$ cat config.mk
export PLATFORM = sky130hd
export DESIGN_NAME = clb_seq_end_flat
export DESIGN_NICKNAME = d
export VERILOG_FILES = /design/src/shared/clb_pkg.sv /design/src/shared/clb_link_if.sv /design/src/rtl/clb_seq_end.sv /design/src/rtl/clb_sync.sv /design/src/flat_wrapper.sv
export SDC_FILE = /design/constraint.sdc
export NUM_CORES = 1
export LEC_CHECK = 0
export BUFFER_PORTS_ARGS = -buffer_cell sky130_fd_sc_hd__buf_2
export CAP_MARGIN = 20
export CORE_ASPECT_RATIO = 0.6
export CORE_MARGIN = 4
export CORE_UTILIZATION = 30
export DETAILED_ROUTE_END_ITERATION = 12
export SETUP_SLACK_MARGIN = 0.4
export SLEW_MARGIN = 20
export SYNTH_ARGS = -nofsm -noshare
export SYNTH_HDL_FRONTEND = slang
export SYNTH_SLANG_ARGS = --single-unit
$ cat constraint.sdc
create_clock -name i_clk_sys -period 3.05 [get_ports i_clk_sys]
set_input_delay 0 -clock i_clk_sys [delete_from_list [all_inputs] [get_ports i_clk_sys]]
set_output_delay 0 -clock i_clk_sys [all_outputs]
set_load 0.02 [all_outputs]
$ cat src/shared/clb_pkg.sv
`default_nettype none
package clb_pkg;
	// ********************
	// Timing
	// ********************
	localparam int unsigned CLK_NS = 25;
	localparam int unsigned RST_NS = 500;
	localparam int unsigned RST_CYC = (RST_NS + CLK_NS - 1) / CLK_NS;
	localparam int unsigned NUM_CH = 3;
	// ********************
	// Core register map and values
	// ********************
	localparam logic [15:0] LINK_CFG_ADDR = 16'h0008;
	localparam logic [15:0] MAP_CFG_ADDR = 16'h0100;
	localparam logic [15:0] CHN_CFG_ADDR = 16'h0104;
	localparam logic [31:0] LINK_CFG_VAL = 32'h00000021;
	localparam logic [31:0] CHN_CFG_VAL = 32'h00000301;
	localparam logic [31:0] MAP_CFG_VAL = 32'h0000000c;
	localparam logic [31:0] LINK_CFG_RST = 32'h00000001;
	localparam logic [31:0] MAP_CFG_RST = 32'h00000000;
	localparam logic [31:0] CHN_CFG_RST = 32'h00000000;
	localparam int unsigned LINK_TX_EN_BIT = 0;
	// ********************
	// Extended receive status bus
	// ********************
	localparam int unsigned RXS_W = 8;
	localparam int unsigned RXS_STATE_LSB = 0;
	localparam int unsigned RXS_CNT_LSB = 2;
	localparam int unsigned RXS_BFN_BIT = 6;
	localparam int unsigned RXS_HFN_BIT = 7;
	localparam logic [1:0] RX_OFF = 2'h0;
	localparam logic [1:0] RX_HUNT = 2'h1;
	localparam logic [1:0] RX_SYNCING = 2'h2;
	localparam logic [1:0] RX_HYPERFRAME_SYNCHRONISED = 2'h3;
	localparam logic [2:0] CNT_HUNT = 3'h0;
	localparam logic [2:0] CNT_SYNCING = 3'h1;
	localparam logic [2:0] CNT_AT_SYNC = 3'h2;
	// ********************
	// Sequencer control registers
	// ********************
	localparam int unsigned AXI_AW = 4;
	localparam logic [3:0] REG_CTRL = 4'h0;
	localparam logic [3:0] REG_STATE = 4'h4;
	localparam logic [3:0] REG_IRQ_STAT = 4'h8;
	localparam logic [3:0] REG_IRQ_MASK = 4'hc;
	localparam int unsigned CTRL_START_BIT = 0;
	localparam int unsigned IRQ_W = 2;
	localparam int unsigned IRQ_LINK_UP = 0;
	localparam int unsigned IRQ_DONE = 1;
	localparam logic [1:0] IRQ_MASK_RST = 2'h0;
	localparam logic [1:0] RESP_OKAY = 2'h0;
	localparam logic [1:0] RESP_SLVERR = 2'h2;
	// ********************
	// State machines
	// ********************
	typedef enum logic [7:0] {
		H_RST = 8'h01,
		H_WSYNC = 8'h02,
		H_WHFN = 8'h04,
		H_WBFN = 8'h08,
		H_WLINK = 8'h10,
		H_WCHN = 8'h20,
		H_WMAP = 8'h40,
		H_DONE = 8'h80
	} clb_host_e;
	typedef enum logic [5:0] {
		D_OFF = 6'h01,
		D_HUNT = 6'h02,
		D_SYNC = 6'h04,
		D_HFNS = 6'h08,
		D_HFN = 6'h10,
		D_UP = 6'h20
	} clb_dev_e;
endpackage : clb_pkg
`default_nettype wire

$ cat src/shared/clb_link_if.sv
`timescale 1ns/100ps
`default_nettype none
interface clb_link_if #(parameter int unsigned N_CH = 3);
	logic rst_main;
	logic rst_host;
	logic rst_cfg;
	logic [N_CH-1:0] map_tx_rst;
	logic [N_CH-1:0] map_rx_rst;
	logic wr_req;
	logic [15:0] wr_addr;
	logic [31:0] wr_data;
	logic wr_ack;
	logic [7:0] rx_status;
	modport seq (
		output rst_main, rst_host, rst_cfg, map_tx_rst, map_rx_rst, wr_req, wr_addr, wr_data,
		input wr_ack, rx_status
	);
	modport core (
		input rst_main, rst_host, rst_cfg, map_tx_rst, map_rx_rst, wr_req, wr_addr, wr_data,
		output wr_ack, rx_status
	);
endinterface : clb_link_if
`default_nettype wire

$ cat src/rtl/clb_seq_end.sv
// Local design decision: the AXI4-Lite register port.
`timescale 1ns/100ps
`default_nettype none
// Function
// - Pulse core resets together for 500 ns
// - Map resets cover every used channel
// - Synced receiver state field reads 0x3
// - Synced counter field reads 0x2
// - Hyperframe valid rises before basic-frame valid
// - Link ready only after all four seen
// - Write 0x21 to link configuration
// - Write 0x301 to channel count register
// - Write 0x0C to mapping configuration
// - Slave transmits only after receive lock
// - Slave needs a real master partner
// - Receiver state steps 1, 2, 3
// - Link transmission already runs from the 0x1 reset value; 0x21 is written after link up
module clb_seq_end import clb_pkg::*; #(
	parameter int unsigned N_CH = NUM_CH
) (
	input wire logic i_clk_sys,
	input wire logic i_rst,
	clb_link_if.seq lnk,
	input wire logic [AXI_AW-1:0] i_axi_awaddr,
	input wire logic i_axi_awvalid,
	output logic o_axi_awready,
	input wire logic [31:0] i_axi_wdata,
	input wire logic [3:0] i_axi_wstrb,
	input wire logic i_axi_wvalid,
	output logic o_axi_wready,
	output logic [1:0] o_axi_bresp,
	output logic o_axi_bvalid,
	input wire logic i_axi_bready,
	input wire logic [AXI_AW-1:0] i_axi_araddr,
	input wire logic i_axi_arvalid,
	output logic o_axi_arready,
	output logic [31:0] o_axi_rdata,
	output logic [1:0] o_axi_rresp,
	output logic o_axi_rvalid,
	input wire logic i_axi_rready,
	output logic o_irq,
	output logic o_link_up
);
	logic [7:0] rxs;
	clb_host_e st_q;
	logic [15:0] cnt_q;
	logic rst_q;
	logic wr_req_q;
	logic [15:0] wr_addr_q;
	logic [31:0] wr_data_q;
	logic link_up_q;
	logic done_q;
	logic start_q;
	logic [IRQ_W-1:0] ev;
	logic [IRQ_W-1:0] irq_stat_q;
	logic [IRQ_W-1:0] irq_mask_q;
	logic [AXI_AW-1:0] awaddr_q;
	logic [31:0] wdata_q;
	logic [3:0] wstrb_q;
	logic do_write;
	logic stat_rd;
	logic synced;

	// ********************
	// Status sampling
	// ********************
	clb_sync #(.WIDTH(RXS_W)) u_rxs_sync (
		.i_clk_sys(i_clk_sys),
		.i_rst(i_rst),
		.i_async(lnk.rx_status),
		.o_sync(rxs)
	);

	assign synced = rxs[RXS_STATE_LSB +: 2] == RX_HYPERFRAME_SYNCHRONISED && rxs[RXS_CNT_LSB +: 3] == CNT_AT_SYNC;

	// ********************
	// Bring-up sequence
	// ********************
	always_ff @(posedge i_clk_sys)
	begin
		if (i_rst)
		begin
			st_q <= H_RST;
			cnt_q <= '0;
		end
		else if (start_q)
		begin
			st_q <= H_RST;
			cnt_q <= '0;
		end
		else
		begin
			unique case (st_q)
				H_RST:
				begin
					cnt_q <= cnt_q + 16'h0001;
					if (cnt_q >= 16'(RST_CYC - 1))
						st_q <= H_WSYNC;
				end
				H_WSYNC:
					if (synced)
						st_q <= H_WHFN;
				H_WHFN:
					if (synced && rxs[RXS_HFN_BIT])
						st_q <= H_WBFN;
				H_WBFN:
					if (synced && rxs[RXS_HFN_BIT] && rxs[RXS_BFN_BIT])
						st_q <= H_WLINK;
				H_WLINK:
					if (lnk.wr_ack)
						st_q <= H_WCHN;
				H_WCHN:
					if (lnk.wr_ack)
						st_q <= H_WMAP;
				H_WMAP:
					if (lnk.wr_ack)
						st_q <= H_DONE;
				H_DONE:
					st_q <= H_DONE;
			endcase
		end
	end

	// Resets leave a flop of their own, not the state register, so they come out glitch free
	always_ff @(posedge i_clk_sys)
	begin
		if (i_rst)
			rst_q <= 1'b1;
		else
			rst_q <= (st_q == H_RST && !(cnt_q >= 16'(RST_CYC - 1))) || start_q;
	end

	// ********************
	// Core register writes
	// ********************
	always_ff @(posedge i_clk_sys)
	begin
		if (i_rst || start_q)
		begin
			wr_req_q <= 1'b0;
			wr_addr_q <= '0;
			wr_data_q <= '0;
		end
		else if (wr_req_q)
		begin
			if (lnk.wr_ack)
				wr_req_q <= 1'b0;
		end
		else
		begin
			unique case (st_q)
				H_WLINK:
				begin
					wr_req_q <= 1'b1;
					wr_addr_q <= LINK_CFG_ADDR;
					wr_data_q <= LINK_CFG_VAL;
				end
				H_WCHN:
				begin
					wr_req_q <= 1'b1;
					wr_addr_q <= CHN_CFG_ADDR;
					wr_data_q <= CHN_CFG_VAL;
				end
				H_WMAP:
				begin
					wr_req_q <= 1'b1;
					wr_addr_q <= MAP_CFG_ADDR;
					wr_data_q <= MAP_CFG_VAL;
				end
				H_RST, H_WSYNC, H_WHFN, H_WBFN, H_DONE:
					wr_req_q <= 1'b0;
			endcase
		end
	end

	// ********************
	// Link status and events
	// ********************
	always_ff @(posedge i_clk_sys)
	begin
		if (i_rst || start_q)
		begin
			link_up_q <= 1'b0;
			done_q <= 1'b0;
		end
		else
		begin
			if (st_q == H_WBFN && synced && rxs[RXS_HFN_BIT] && rxs[RXS_BFN_BIT])
				link_up_q <= 1'b1;
			if (st_q == H_WMAP && lnk.wr_ack)
				done_q <= 1'b1;
		end
	end

	assign ev[IRQ_LINK_UP] = st_q == H_WBFN && synced && rxs[RXS_HFN_BIT] && rxs[RXS_BFN_BIT];
	assign ev[IRQ_DONE] = st_q == H_WMAP && lnk.wr_ack;
	assign stat_rd = i_axi_arvalid && o_axi_arready && i_axi_araddr == REG_IRQ_STAT;

	// Set beats the clear-on-read, so an event in the read cycle stays pending
	always_ff @(posedge i_clk_sys)
	begin
		if (i_rst)
			irq_stat_q <= '0;
		else
			irq_stat_q <= (stat_rd ? '0 : irq_stat_q) | ev;
	end

	always_ff @(posedge i_clk_sys)
	begin
		if (i_rst)
			o_irq <= 1'b0;
		else
			o_irq <= |(irq_stat_q & irq_mask_q);
	end

	// ********************
	// AXI4-Lite write channel
	// ********************
	assign do_write = !o_axi_awready && !o_axi_wready && !o_axi_bvalid;

	always_ff @(posedge i_clk_sys)
	begin
		if (i_rst)
		begin
			o_axi_awready <= 1'b1;
			o_axi_wready <= 1'b1;
			o_axi_bvalid <= 1'b0;
			o_axi_bresp <= RESP_OKAY;
			awaddr_q <= '0;
			wdata_q <= '0;
			wstrb_q <= '0;
		end
		else
		begin
			if (i_axi_awvalid && o_axi_awready)
			begin
				o_axi_awready <= 1'b0;
				awaddr_q <= i_axi_awaddr;
			end
			if (i_axi_wvalid && o_axi_wready)
			begin
				o_axi_wready <= 1'b0;
				wdata_q <= i_axi_wdata;
				wstrb_q <= i_axi_wstrb;
			end
			if (do_write)
			begin
				o_axi_bvalid <= 1'b1;
				o_axi_bresp <= (awaddr_q == REG_CTRL || awaddr_q == REG_IRQ_MASK) ? RESP_OKAY : RESP_SLVERR;
			end
			if (o_axi_bvalid && i_axi_bready)
			begin
				o_axi_bvalid <= 1'b0;
				o_axi_awready <= 1'b1;
				o_axi_wready <= 1'b1;
			end
		end
	end

	always_ff @(posedge i_clk_sys)
	begin
		if (i_rst)
		begin
			start_q <= 1'b0;
			irq_mask_q <= IRQ_MASK_RST;
		end
		else
		begin
			start_q <= do_write && awaddr_q == REG_CTRL && wstrb_q[0] && wdata_q[CTRL_START_BIT];
			if (do_write && awaddr_q == REG_IRQ_MASK && wstrb_q[0])
				irq_mask_q <= wdata_q[IRQ_W-1:0];
		end
	end

	// ********************
	// AXI4-Lite read channel
	// ********************
	always_ff @(posedge i_clk_sys)
	begin
		if (i_rst)
		begin
			o_axi_arready <= 1'b1;
			o_axi_rvalid <= 1'b0;
			o_axi_rdata <= '0;
			o_axi_rresp <= RESP_OKAY;
		end
		else if (i_axi_arvalid && o_axi_arready)
		begin
			o_axi_arready <= 1'b0;
			o_axi_rvalid <= 1'b1;
			o_axi_rresp <= RESP_OKAY;
			unique case (i_axi_araddr)
				REG_CTRL:
					o_axi_rdata <= '0;
				REG_STATE:
					o_axi_rdata <= {14'h0000, done_q, link_up_q, rxs, st_q};
				REG_IRQ_STAT:
					o_axi_rdata <= {30'h00000000, irq_stat_q};
				REG_IRQ_MASK:
					o_axi_rdata <= {30'h00000000, irq_mask_q};
				default:
				begin
					o_axi_rdata <= '0;
					o_axi_rresp <= RESP_SLVERR;
				end
			endcase
		end
		else if (o_axi_rvalid && i_axi_rready)
		begin
			o_axi_rvalid <= 1'b0;
			o_axi_arready <= 1'b1;
		end
	end

	always_ff @(posedge i_clk_sys)
	begin
		if (i_rst)
			o_link_up <= 1'b0;
		else
			o_link_up <= link_up_q;
	end

	// ********************
	// Link drive
	// ********************
	assign lnk.rst_main = rst_q;
	assign lnk.rst_host = rst_q;
	assign lnk.rst_cfg = rst_q;
	assign lnk.map_tx_rst = {N_CH{rst_q}};
	assign lnk.map_rx_rst = {N_CH{rst_q}};
	assign lnk.wr_req = wr_req_q;
	assign lnk.wr_addr = wr_addr_q;
	assign lnk.wr_data = wr_data_q;
endmodule : clb_seq_end
`default_nettype wire

$ cat src/rtl/clb_sync.sv
`timescale 1ns/100ps
`default_nettype none
module clb_sync #(parameter int unsigned WIDTH = 1) (
	input wire logic i_clk_sys,
	input wire logic i_rst,
	input wire logic [WIDTH-1:0] i_async,
	output logic [WIDTH-1:0] o_sync
);
	logic [WIDTH-1:0] ff1_q;
	logic [WIDTH-1:0] ff2_q;
	logic [WIDTH-1:0] ff3_q;
	// Bits move only where stages two and three agree, so a bit caught mid-change is held back
	always_ff @(posedge i_clk_sys)
	begin
		if (i_rst)
		begin
			ff1_q <= '0;
			ff2_q <= '0;
			ff3_q <= '0;
			o_sync <= '0;
		end
		else
		begin
			ff1_q <= i_async;
			ff2_q <= ff1_q;
			ff3_q <= ff2_q;
			o_sync <= (ff2_q & ~(ff2_q ^ ff3_q)) | (o_sync & (ff2_q ^ ff3_q));
		end
	end
endmodule : clb_sync
`default_nettype wire

$ cat src/flat_wrapper.sv
// flat-port wrapper written by rule: the top's interface ports become plain ports
module clb_seq_end_flat import clb_pkg::*;
#(
	parameter int unsigned N_CH = NUM_CH
)
  (i_clk_sys, i_rst, i_axi_awaddr, i_axi_awvalid, o_axi_awready, i_axi_wdata, i_axi_wstrb, i_axi_wvalid, o_axi_wready, o_axi_bresp, o_axi_bvalid, i_axi_bready, i_axi_araddr, i_axi_arvalid, o_axi_arready, o_axi_rdata, o_axi_rresp, o_axi_rvalid, i_axi_rready, o_irq, o_link_up, lnk_rst_main, lnk_rst_host, lnk_rst_cfg, lnk_map_tx_rst, lnk_map_rx_rst, lnk_wr_req, lnk_wr_addr, lnk_wr_data, lnk_wr_ack, lnk_rx_status);
  clb_link_if #(.N_CH(N_CH)) lnk_i ();
  input wire logic i_clk_sys;
  input wire logic i_rst;
  input wire logic [AXI_AW-1:0] i_axi_awaddr;
  input wire logic i_axi_awvalid;
  output logic o_axi_awready;
  input wire logic [31:0] i_axi_wdata;
  input wire logic [3:0] i_axi_wstrb;
  input wire logic i_axi_wvalid;
  output logic o_axi_wready;
  output logic [1:0] o_axi_bresp;
  output logic o_axi_bvalid;
  input wire logic i_axi_bready;
  input wire logic [AXI_AW-1:0] i_axi_araddr;
  input wire logic i_axi_arvalid;
  output logic o_axi_arready;
  output logic [31:0] o_axi_rdata;
  output logic [1:0] o_axi_rresp;
  output logic o_axi_rvalid;
  input wire logic i_axi_rready;
  output logic o_irq;
  output logic o_link_up;
  output wire logic [$bits(lnk_i.rst_main)-1:0] lnk_rst_main;
  output wire logic [$bits(lnk_i.rst_host)-1:0] lnk_rst_host;
  output wire logic [$bits(lnk_i.rst_cfg)-1:0] lnk_rst_cfg;
  output wire logic [$bits(lnk_i.map_tx_rst)-1:0] lnk_map_tx_rst;
  output wire logic [$bits(lnk_i.map_rx_rst)-1:0] lnk_map_rx_rst;
  output wire logic [$bits(lnk_i.wr_req)-1:0] lnk_wr_req;
  output wire logic [$bits(lnk_i.wr_addr)-1:0] lnk_wr_addr;
  output wire logic [$bits(lnk_i.wr_data)-1:0] lnk_wr_data;
  input wire logic [$bits(lnk_i.wr_ack)-1:0] lnk_wr_ack;
  input wire logic [$bits(lnk_i.rx_status)-1:0] lnk_rx_status;
  assign lnk_rst_main = lnk_i.rst_main;
  assign lnk_rst_host = lnk_i.rst_host;
  assign lnk_rst_cfg = lnk_i.rst_cfg;
  assign lnk_map_tx_rst = lnk_i.map_tx_rst;
  assign lnk_map_rx_rst = lnk_i.map_rx_rst;
  assign lnk_wr_req = lnk_i.wr_req;
  assign lnk_wr_addr = lnk_i.wr_addr;
  assign lnk_wr_data = lnk_i.wr_data;
  assign lnk_i.wr_ack = lnk_wr_ack;
  assign lnk_i.rx_status = lnk_rx_status;
  clb_seq_end #(.N_CH(N_CH)) u_core (.i_clk_sys(i_clk_sys), .i_rst(i_rst), .lnk(lnk_i), .i_axi_awaddr(i_axi_awaddr), .i_axi_awvalid(i_axi_awvalid), .o_axi_awready(o_axi_awready), .i_axi_wdata(i_axi_wdata), .i_axi_wstrb(i_axi_wstrb), .i_axi_wvalid(i_axi_wvalid), .o_axi_wready(o_axi_wready), .o_axi_bresp(o_axi_bresp), .o_axi_bvalid(o_axi_bvalid), .i_axi_bready(i_axi_bready), .i_axi_araddr(i_axi_araddr), .i_axi_arvalid(i_axi_arvalid), .o_axi_arready(o_axi_arready), .o_axi_rdata(o_axi_rdata), .o_axi_rresp(o_axi_rresp), .o_axi_rvalid(o_axi_rvalid), .i_axi_rready(i_axi_rready), .o_irq(o_irq), .o_link_up(o_link_up));
endmodule
=== After elaboration in Yosys (flattened, before gate mapping) ===
Cells that the tools add are included.

* Register bits: 163
* Latch bits: 0
* Memory bits (writable): 0
* Bits in read-only memories: 0
* Bits of input ports: 60
* Output and inout port bits: 101
* Word-level logic and storage cells: 120
* Memories kept: 0

* $add $sub $neg: 1
* Multiply operators: 0
* Divide/modulo/power cells: 0
* Order comparisons: 1
* Equality and inequality tests: 21
* Shift operators: 0
* Multiplexer cells: 21
* Bitwise gates (word level): 8
* Reduce and logical (&&, ||, !) cells: 40

{| class="wikitable"
|+ Operators with widths
! operator !! count
|-
| case mux 32 bit (3 select lines) || 1
|-
| case mux 8 bit (8 select lines) || 1
|-
| 2-to-1 mux 8 bit || 7
|-
| case mux 18 bit (3 select lines) || 1
|-
| case mux 16 bit (3 select lines) || 1
|-
| logical AND 1 bit || 21
|-
| adder 16 x 1 -> 16 bit, second input constant || 1
|-
| AND 8 bit || 2
|-
| >= comparator 16 x 5 -> 1 bit, second input constant || 1
|-
| == test 4 bit, second input constant || 3
|-
| == test 8 x 1 -> 1 bit, second input constant || 1
|-
| == test 8 x 2 -> 1 bit, second input constant || 1
|-
| == test 8 x 3 -> 1 bit, second input constant || 1
|-
| == test 8 x 4 -> 1 bit, second input constant || 1
|-
| == test 8 x 5 -> 1 bit, second input constant || 1
|-
| == test 8 x 6 -> 1 bit, second input constant || 1
|-
| == test 8 x 7 -> 1 bit, second input constant || 1
|-
| == test 8 bit, second input constant || 1
|-
| zero test 4 bit || 2
|-
| != test 2 bit, second input constant || 4
|-
| inverter 8 bit || 1
|-
| bitwise OR 8 bit || 1
|-
| bitwise XOR 8 bit || 1
|-
| AND reduction 7 bit || 1
|-
| 19 further kinds || 35
|}

=== Depth between registers and ports, before layout ===
* Depth in word-level cells: 6
* Gate-level depth with buffers: 7
* Depth with buffers taken out: 5

=== Modules after synthesis ===
A second synthesis with hierarchy kept.

* Cells, all modules: 509
* Area, all modules: 4598.2 um^2

{| class="wikitable"
|+ Modules (own cells, without submodules)
! module !! instances !! cells each !! area an instance (um^2) !! sequential area each (um^2)
|-
| clb_seq_end || 1 || 426 || 3674.8 || 1441.4
|-
| clb_sync || 1 || 83 || 923.4 || 640.6
|}

=== Least setup slack after synthesis ===
No wires, ideal clock.

* Path kind: flip-flop to flip-flop
* Start: reg u_core.st_q[7]
* End: reg u_core.st_q[1]
* Library setup time: 0.135 ns
* Arrival: 1.679 ns
* Required time: 2.915 ns
* Path slack: 1.236 ns
* Cell stages (with the launch flop): 7
* Buffers on the path: 1
* Period minus slack after synthesis: 1.814 ns
* Cell sequence: dfxtp_1 > buf_6 > or4b_4 > a31o_4 > a211o_1 > nand3_2 > o32ai_1

* Longest elaborated chain between the ends: 3
* Elaborated cells on any way between the ends: 17
* Classes of those cells: eq/ne: 15; mux: 1; reduce/logical: 1

{| class="wikitable"
|+ Ends and longest elaborated chain
! element !! line !! RTL
|-
| start: declaration || clb_seq_end.sv:45 || <nowiki>clb_host_e st_q;</nowiki>
|-
| start signal: assignment || clb_seq_end.sv:83 || <nowiki>st_q <= H_RST;</nowiki>
|-
| start signal: assignment || clb_seq_end.sv:88 || <nowiki>st_q <= H_RST;</nowiki>
|-
| start signal: assignment || clb_seq_end.sv:98 || <nowiki>st_q <= H_WSYNC;</nowiki>
|-
| == test 8 x 1 -> 1 bit, or another cell as far along || clb_seq_end.sv:93 || <nowiki>unique case (st_q)</nowiki>
|-
| != test 2 bit (no line) / != test 2 x 1 -> 1 bit (equally long branches) || n/a ||
|-
| AND reduction 7 bit (no line) || n/a ||
|}

Several ways; a longest one is shown, not always the timed one.
A chain may end at the register's enable or synchronous reset.

=== Final worst setup path ===
* Start: reg u_core.st_q[4]
* End: reg u_core.st_q[1]

Same word-level chain as after synthesis.

==> results.toml <==
[grt]
grtUsageMet2 = 0.183
grt_pass1_vias = 3251
grt_overflow = 0
grt_util_met3 = 0.0299
grt_pass1_wl_mm = 15.6
antenna_found_initial = 0
grt_util_met1 = 0.143
gr-usage-all-layers = 0.111
grt_max_degree = 69
grt_busiest_layer = "met2"

[synth]
ys_async_sr_fraction = 0
synth_compound_area_frac = 0.145
synth-edff-count = 0
synth_area_leader_cell = "dfxtp_1"
yosysWarnings = 0
netlist_instances = 501
synth_top_area_share = 0.461
synth-simple-area-share = 0.215
synth_top_family_by_area = "simple AND/OR/NAND/NOR gates"
synthTopCellsByCount = "dfxtp_1, buf_4, nor2_1, nand2_1, a21oi_1"
synthAdderAreaFrac = 0.00277
syn_area_sq_mm = 0.00452
synthMostInstantiatedCell = "dfxtp_1"
synth_area_per_cell_sq_um = 9.02
yosysUniqueCellTypes = 57
synth-xor-area-share = 0.0233
synth_mux_area_frac = 0.00942
synth-seq-cells = 104
synthFlopType = "dfxtp_1"
ys_seq_area_frac = 0.461
synthTopCellsByArea = "dfxtp_1, buf_4, a21oi_1"

[setup_path]
critical_path_arrival_ns = 2.24
path_buf_inv = 0
path_delay_family = "simple AND/OR/NAND/NOR gates"
critPathCaptureType = "flop"
crit_path_max_fanout = 10
required_ns = 3.24
path_class = "reg2reg"
path_cells = "or4_1 > a211o_1 > o31a_1 > nand3_2 > o32ai_1"
setup.worst_path.start_class = "flop"
crit_slowest_cell = "or4_1"
slowest_delay_ns = 0.72

[sta]
finalSetupViolCount = 0
relSlewSlack = 0.554
tightest_slew_ns = 0.669
skew_ns = 0.00757
finalMaxSlewViolations = 0
setup_tns_ns = 0
fin_ws_ns = 1.00
timing.fmax_ghz = 0.488
rsz0062_at_grt = "false"
layout_worst_path_cycle_share = 0.672
finalHoldViolCount = 0
period_needed_ns = 2.05

[floorplan]
die_x_um = 166
ios = 161
core_area_sq_mm = 0.0146
num_rows = 34
dieArea_sq_mm = 0.0171
die_h_um = 103
start_util = 0.309

[power_and_ir_drop]
comb_power_share = 0.161
p_sw_frac = 0.289
switchingPower_w = 0.000880
power_density_mw_per_mm2 = 579
clockPowerShare = 0.353
pwr-share-seq = 0.486
peakVddDrop_v = 0.000234
p_leak_nw = 2.13
internal_power_w = 0.00217

[finish]
fill_cells = 1502
n_antenna_cell = 0
nNetsFinal = 636
area_growth_pct = 16.5
register_area_sq_mm = 0.00208
drive_gt1_frac = 0.178
multi_input_area_sq_mm = 0.00200

[drt]
vias = 3453
postRouteAntennaNets = 0
drc = 0
dr.pass1.iters = 4
totalWireLength_mm = 9.70
viasPerCell = 4.44
drt-wirelength-per-cell_um = 12.5
drt_iter0_drc = 180

[placement]
gp_congestion = 0.819
dpl.hpwl_mm = 7.02
post-place-ws_ns = 1.03
io_buffers = 72

[clock_network]
cts.sink_count = 104
hold_buffers = 24
clk_latency_ns = 0.34
post_cts_resized = 0
h-tree-depth = 3
cts_tree = "built"
numCtsBuffers = 9
clkTransAtPathRegs_ns = 0.06
clock_path_buffers = 2
clockRootBuffer = "clkbuf_16"
post_cts_buffers = 0

[flow_run]
max_cap_violations = 0

[status]
status = "finished, final reports clean"

[hold_path]
hold_path.class = "in2reg"
## sequential cells by signal, indices dropped and copies added, names as in the netlist, 4 cells and up, named ones only
signal                   flops
u_core.o_axi_rdata          18
u_core.cnt_q                16
u_core.st_q                  8
u_core.u_rxs_sync.ff1_q      8
u_core.u_rxs_sync.ff2_q      8
u_core.u_rxs_sync.ff3_q      8
u_core.awaddr_q              4
u_core.lnk.wr_data           4
## layout by cell type (no fill, tap or decap), types with 9 or more instances in the layout
master / synthesis / final
a21oi_1: 37 / 37
a22oi_1: 20 / 20
buf_2: 6 / 72
clkbuf_16: 0 / 9
conb_1: 1 / 55
dfxtp_1: 104 / 104
dlygate4sd3_1: 0 / 24
nand2_1: 38 / 38
nand3_1: 14 / 14
nand4_1: 10 / 10
nor2_1: 42 / 42
nor2b_1: 26 / 26
nor3_1: 13 / 13
o21ai_0: 19 / 19
## through the flow
stage	total power (W)	instance area [sq um]	hold WS, ns	std cells	utilization
6_report	0.00305	5260	0.0343	778	0.360
5_1_grt	0.00322	5260	0.0150	778	0.360
4_1_cts	0.00310	5260	0.0197	778	0.360
3_5_place_dp	0.00198	4740	0.215	738	0.324
3_3_place_gp	0.00197	4740	0.217	738	0.324
2_1_floorplan	0.00195	4720	0.100	555	-
## cells by family (layout without fill, tap and decap cells)
group / after synthesis / in the layout
flops: 104 / 104
compound gates: 99 / 99
other cells: 1 / 55
xor+xnor: 12 / 12
simple gates: 182 / 182
fa+ha+maj: 1 / 1
mux: 4 / 4
buf+inv: 98 / 123
## tightest hold or removal path, stage by stage
cell	delay (ns)
buf_2	0.15
nand2b_1	0.12
a21oi_1	0.05
## per-layer routing
layer | vias to the layer above | share of wire
li1 | 1764 | -
met1 | 1580 | 0.48
met2 | 99 | 0.45
met3 | 10 | 0.058
met4 | 0 | 0.013
met5 | - | 0
## worst paths after layout
path                                              endpoint                        from  depth (start not counted)  slack (ns)
worst min register to register  u_core.u_rxs_sync.ff2_q[2]  u_core.u_rxs_sync.ff1_q[2]                          1        0.44
worst max-delay path                        u_core.st_q[1]              u_core.st_q[4]                          5        1.00
worst max register to register              u_core.st_q[1]              u_core.st_q[4]                          5        1.00
worst min-delay path                     u_core.lnk.wr_req                  lnk_wr_ack                          3        0.03
## final cells by class
class,count,share of cell area
Clock inverter,5,0.00761
Timing Repair Buffer,99,0.118
Clock buffer,11,0.0461
Sequential cell,104,0.396
Multi-Input combinational cell,353,0.379
Inverter,8,0.00571
Tap cell,198,0.0471
## power groups by stage
stage / clock network (W) / registers, W / logic (W)
floorplan: 0 / 0.00152 / 0.000429
global placement: 0 / 0.00151 / 0.000461
detailed placement: 0 / 0.00151 / 0.000465
CTS: 0.00113 / 0.00148 / 0.000491
global route: 0.00118 / 0.00149 / 0.000546
finish: 0.00108 / 0.00148 / 0.000491
Note: power is estimated with default switching activity, not from simulation.
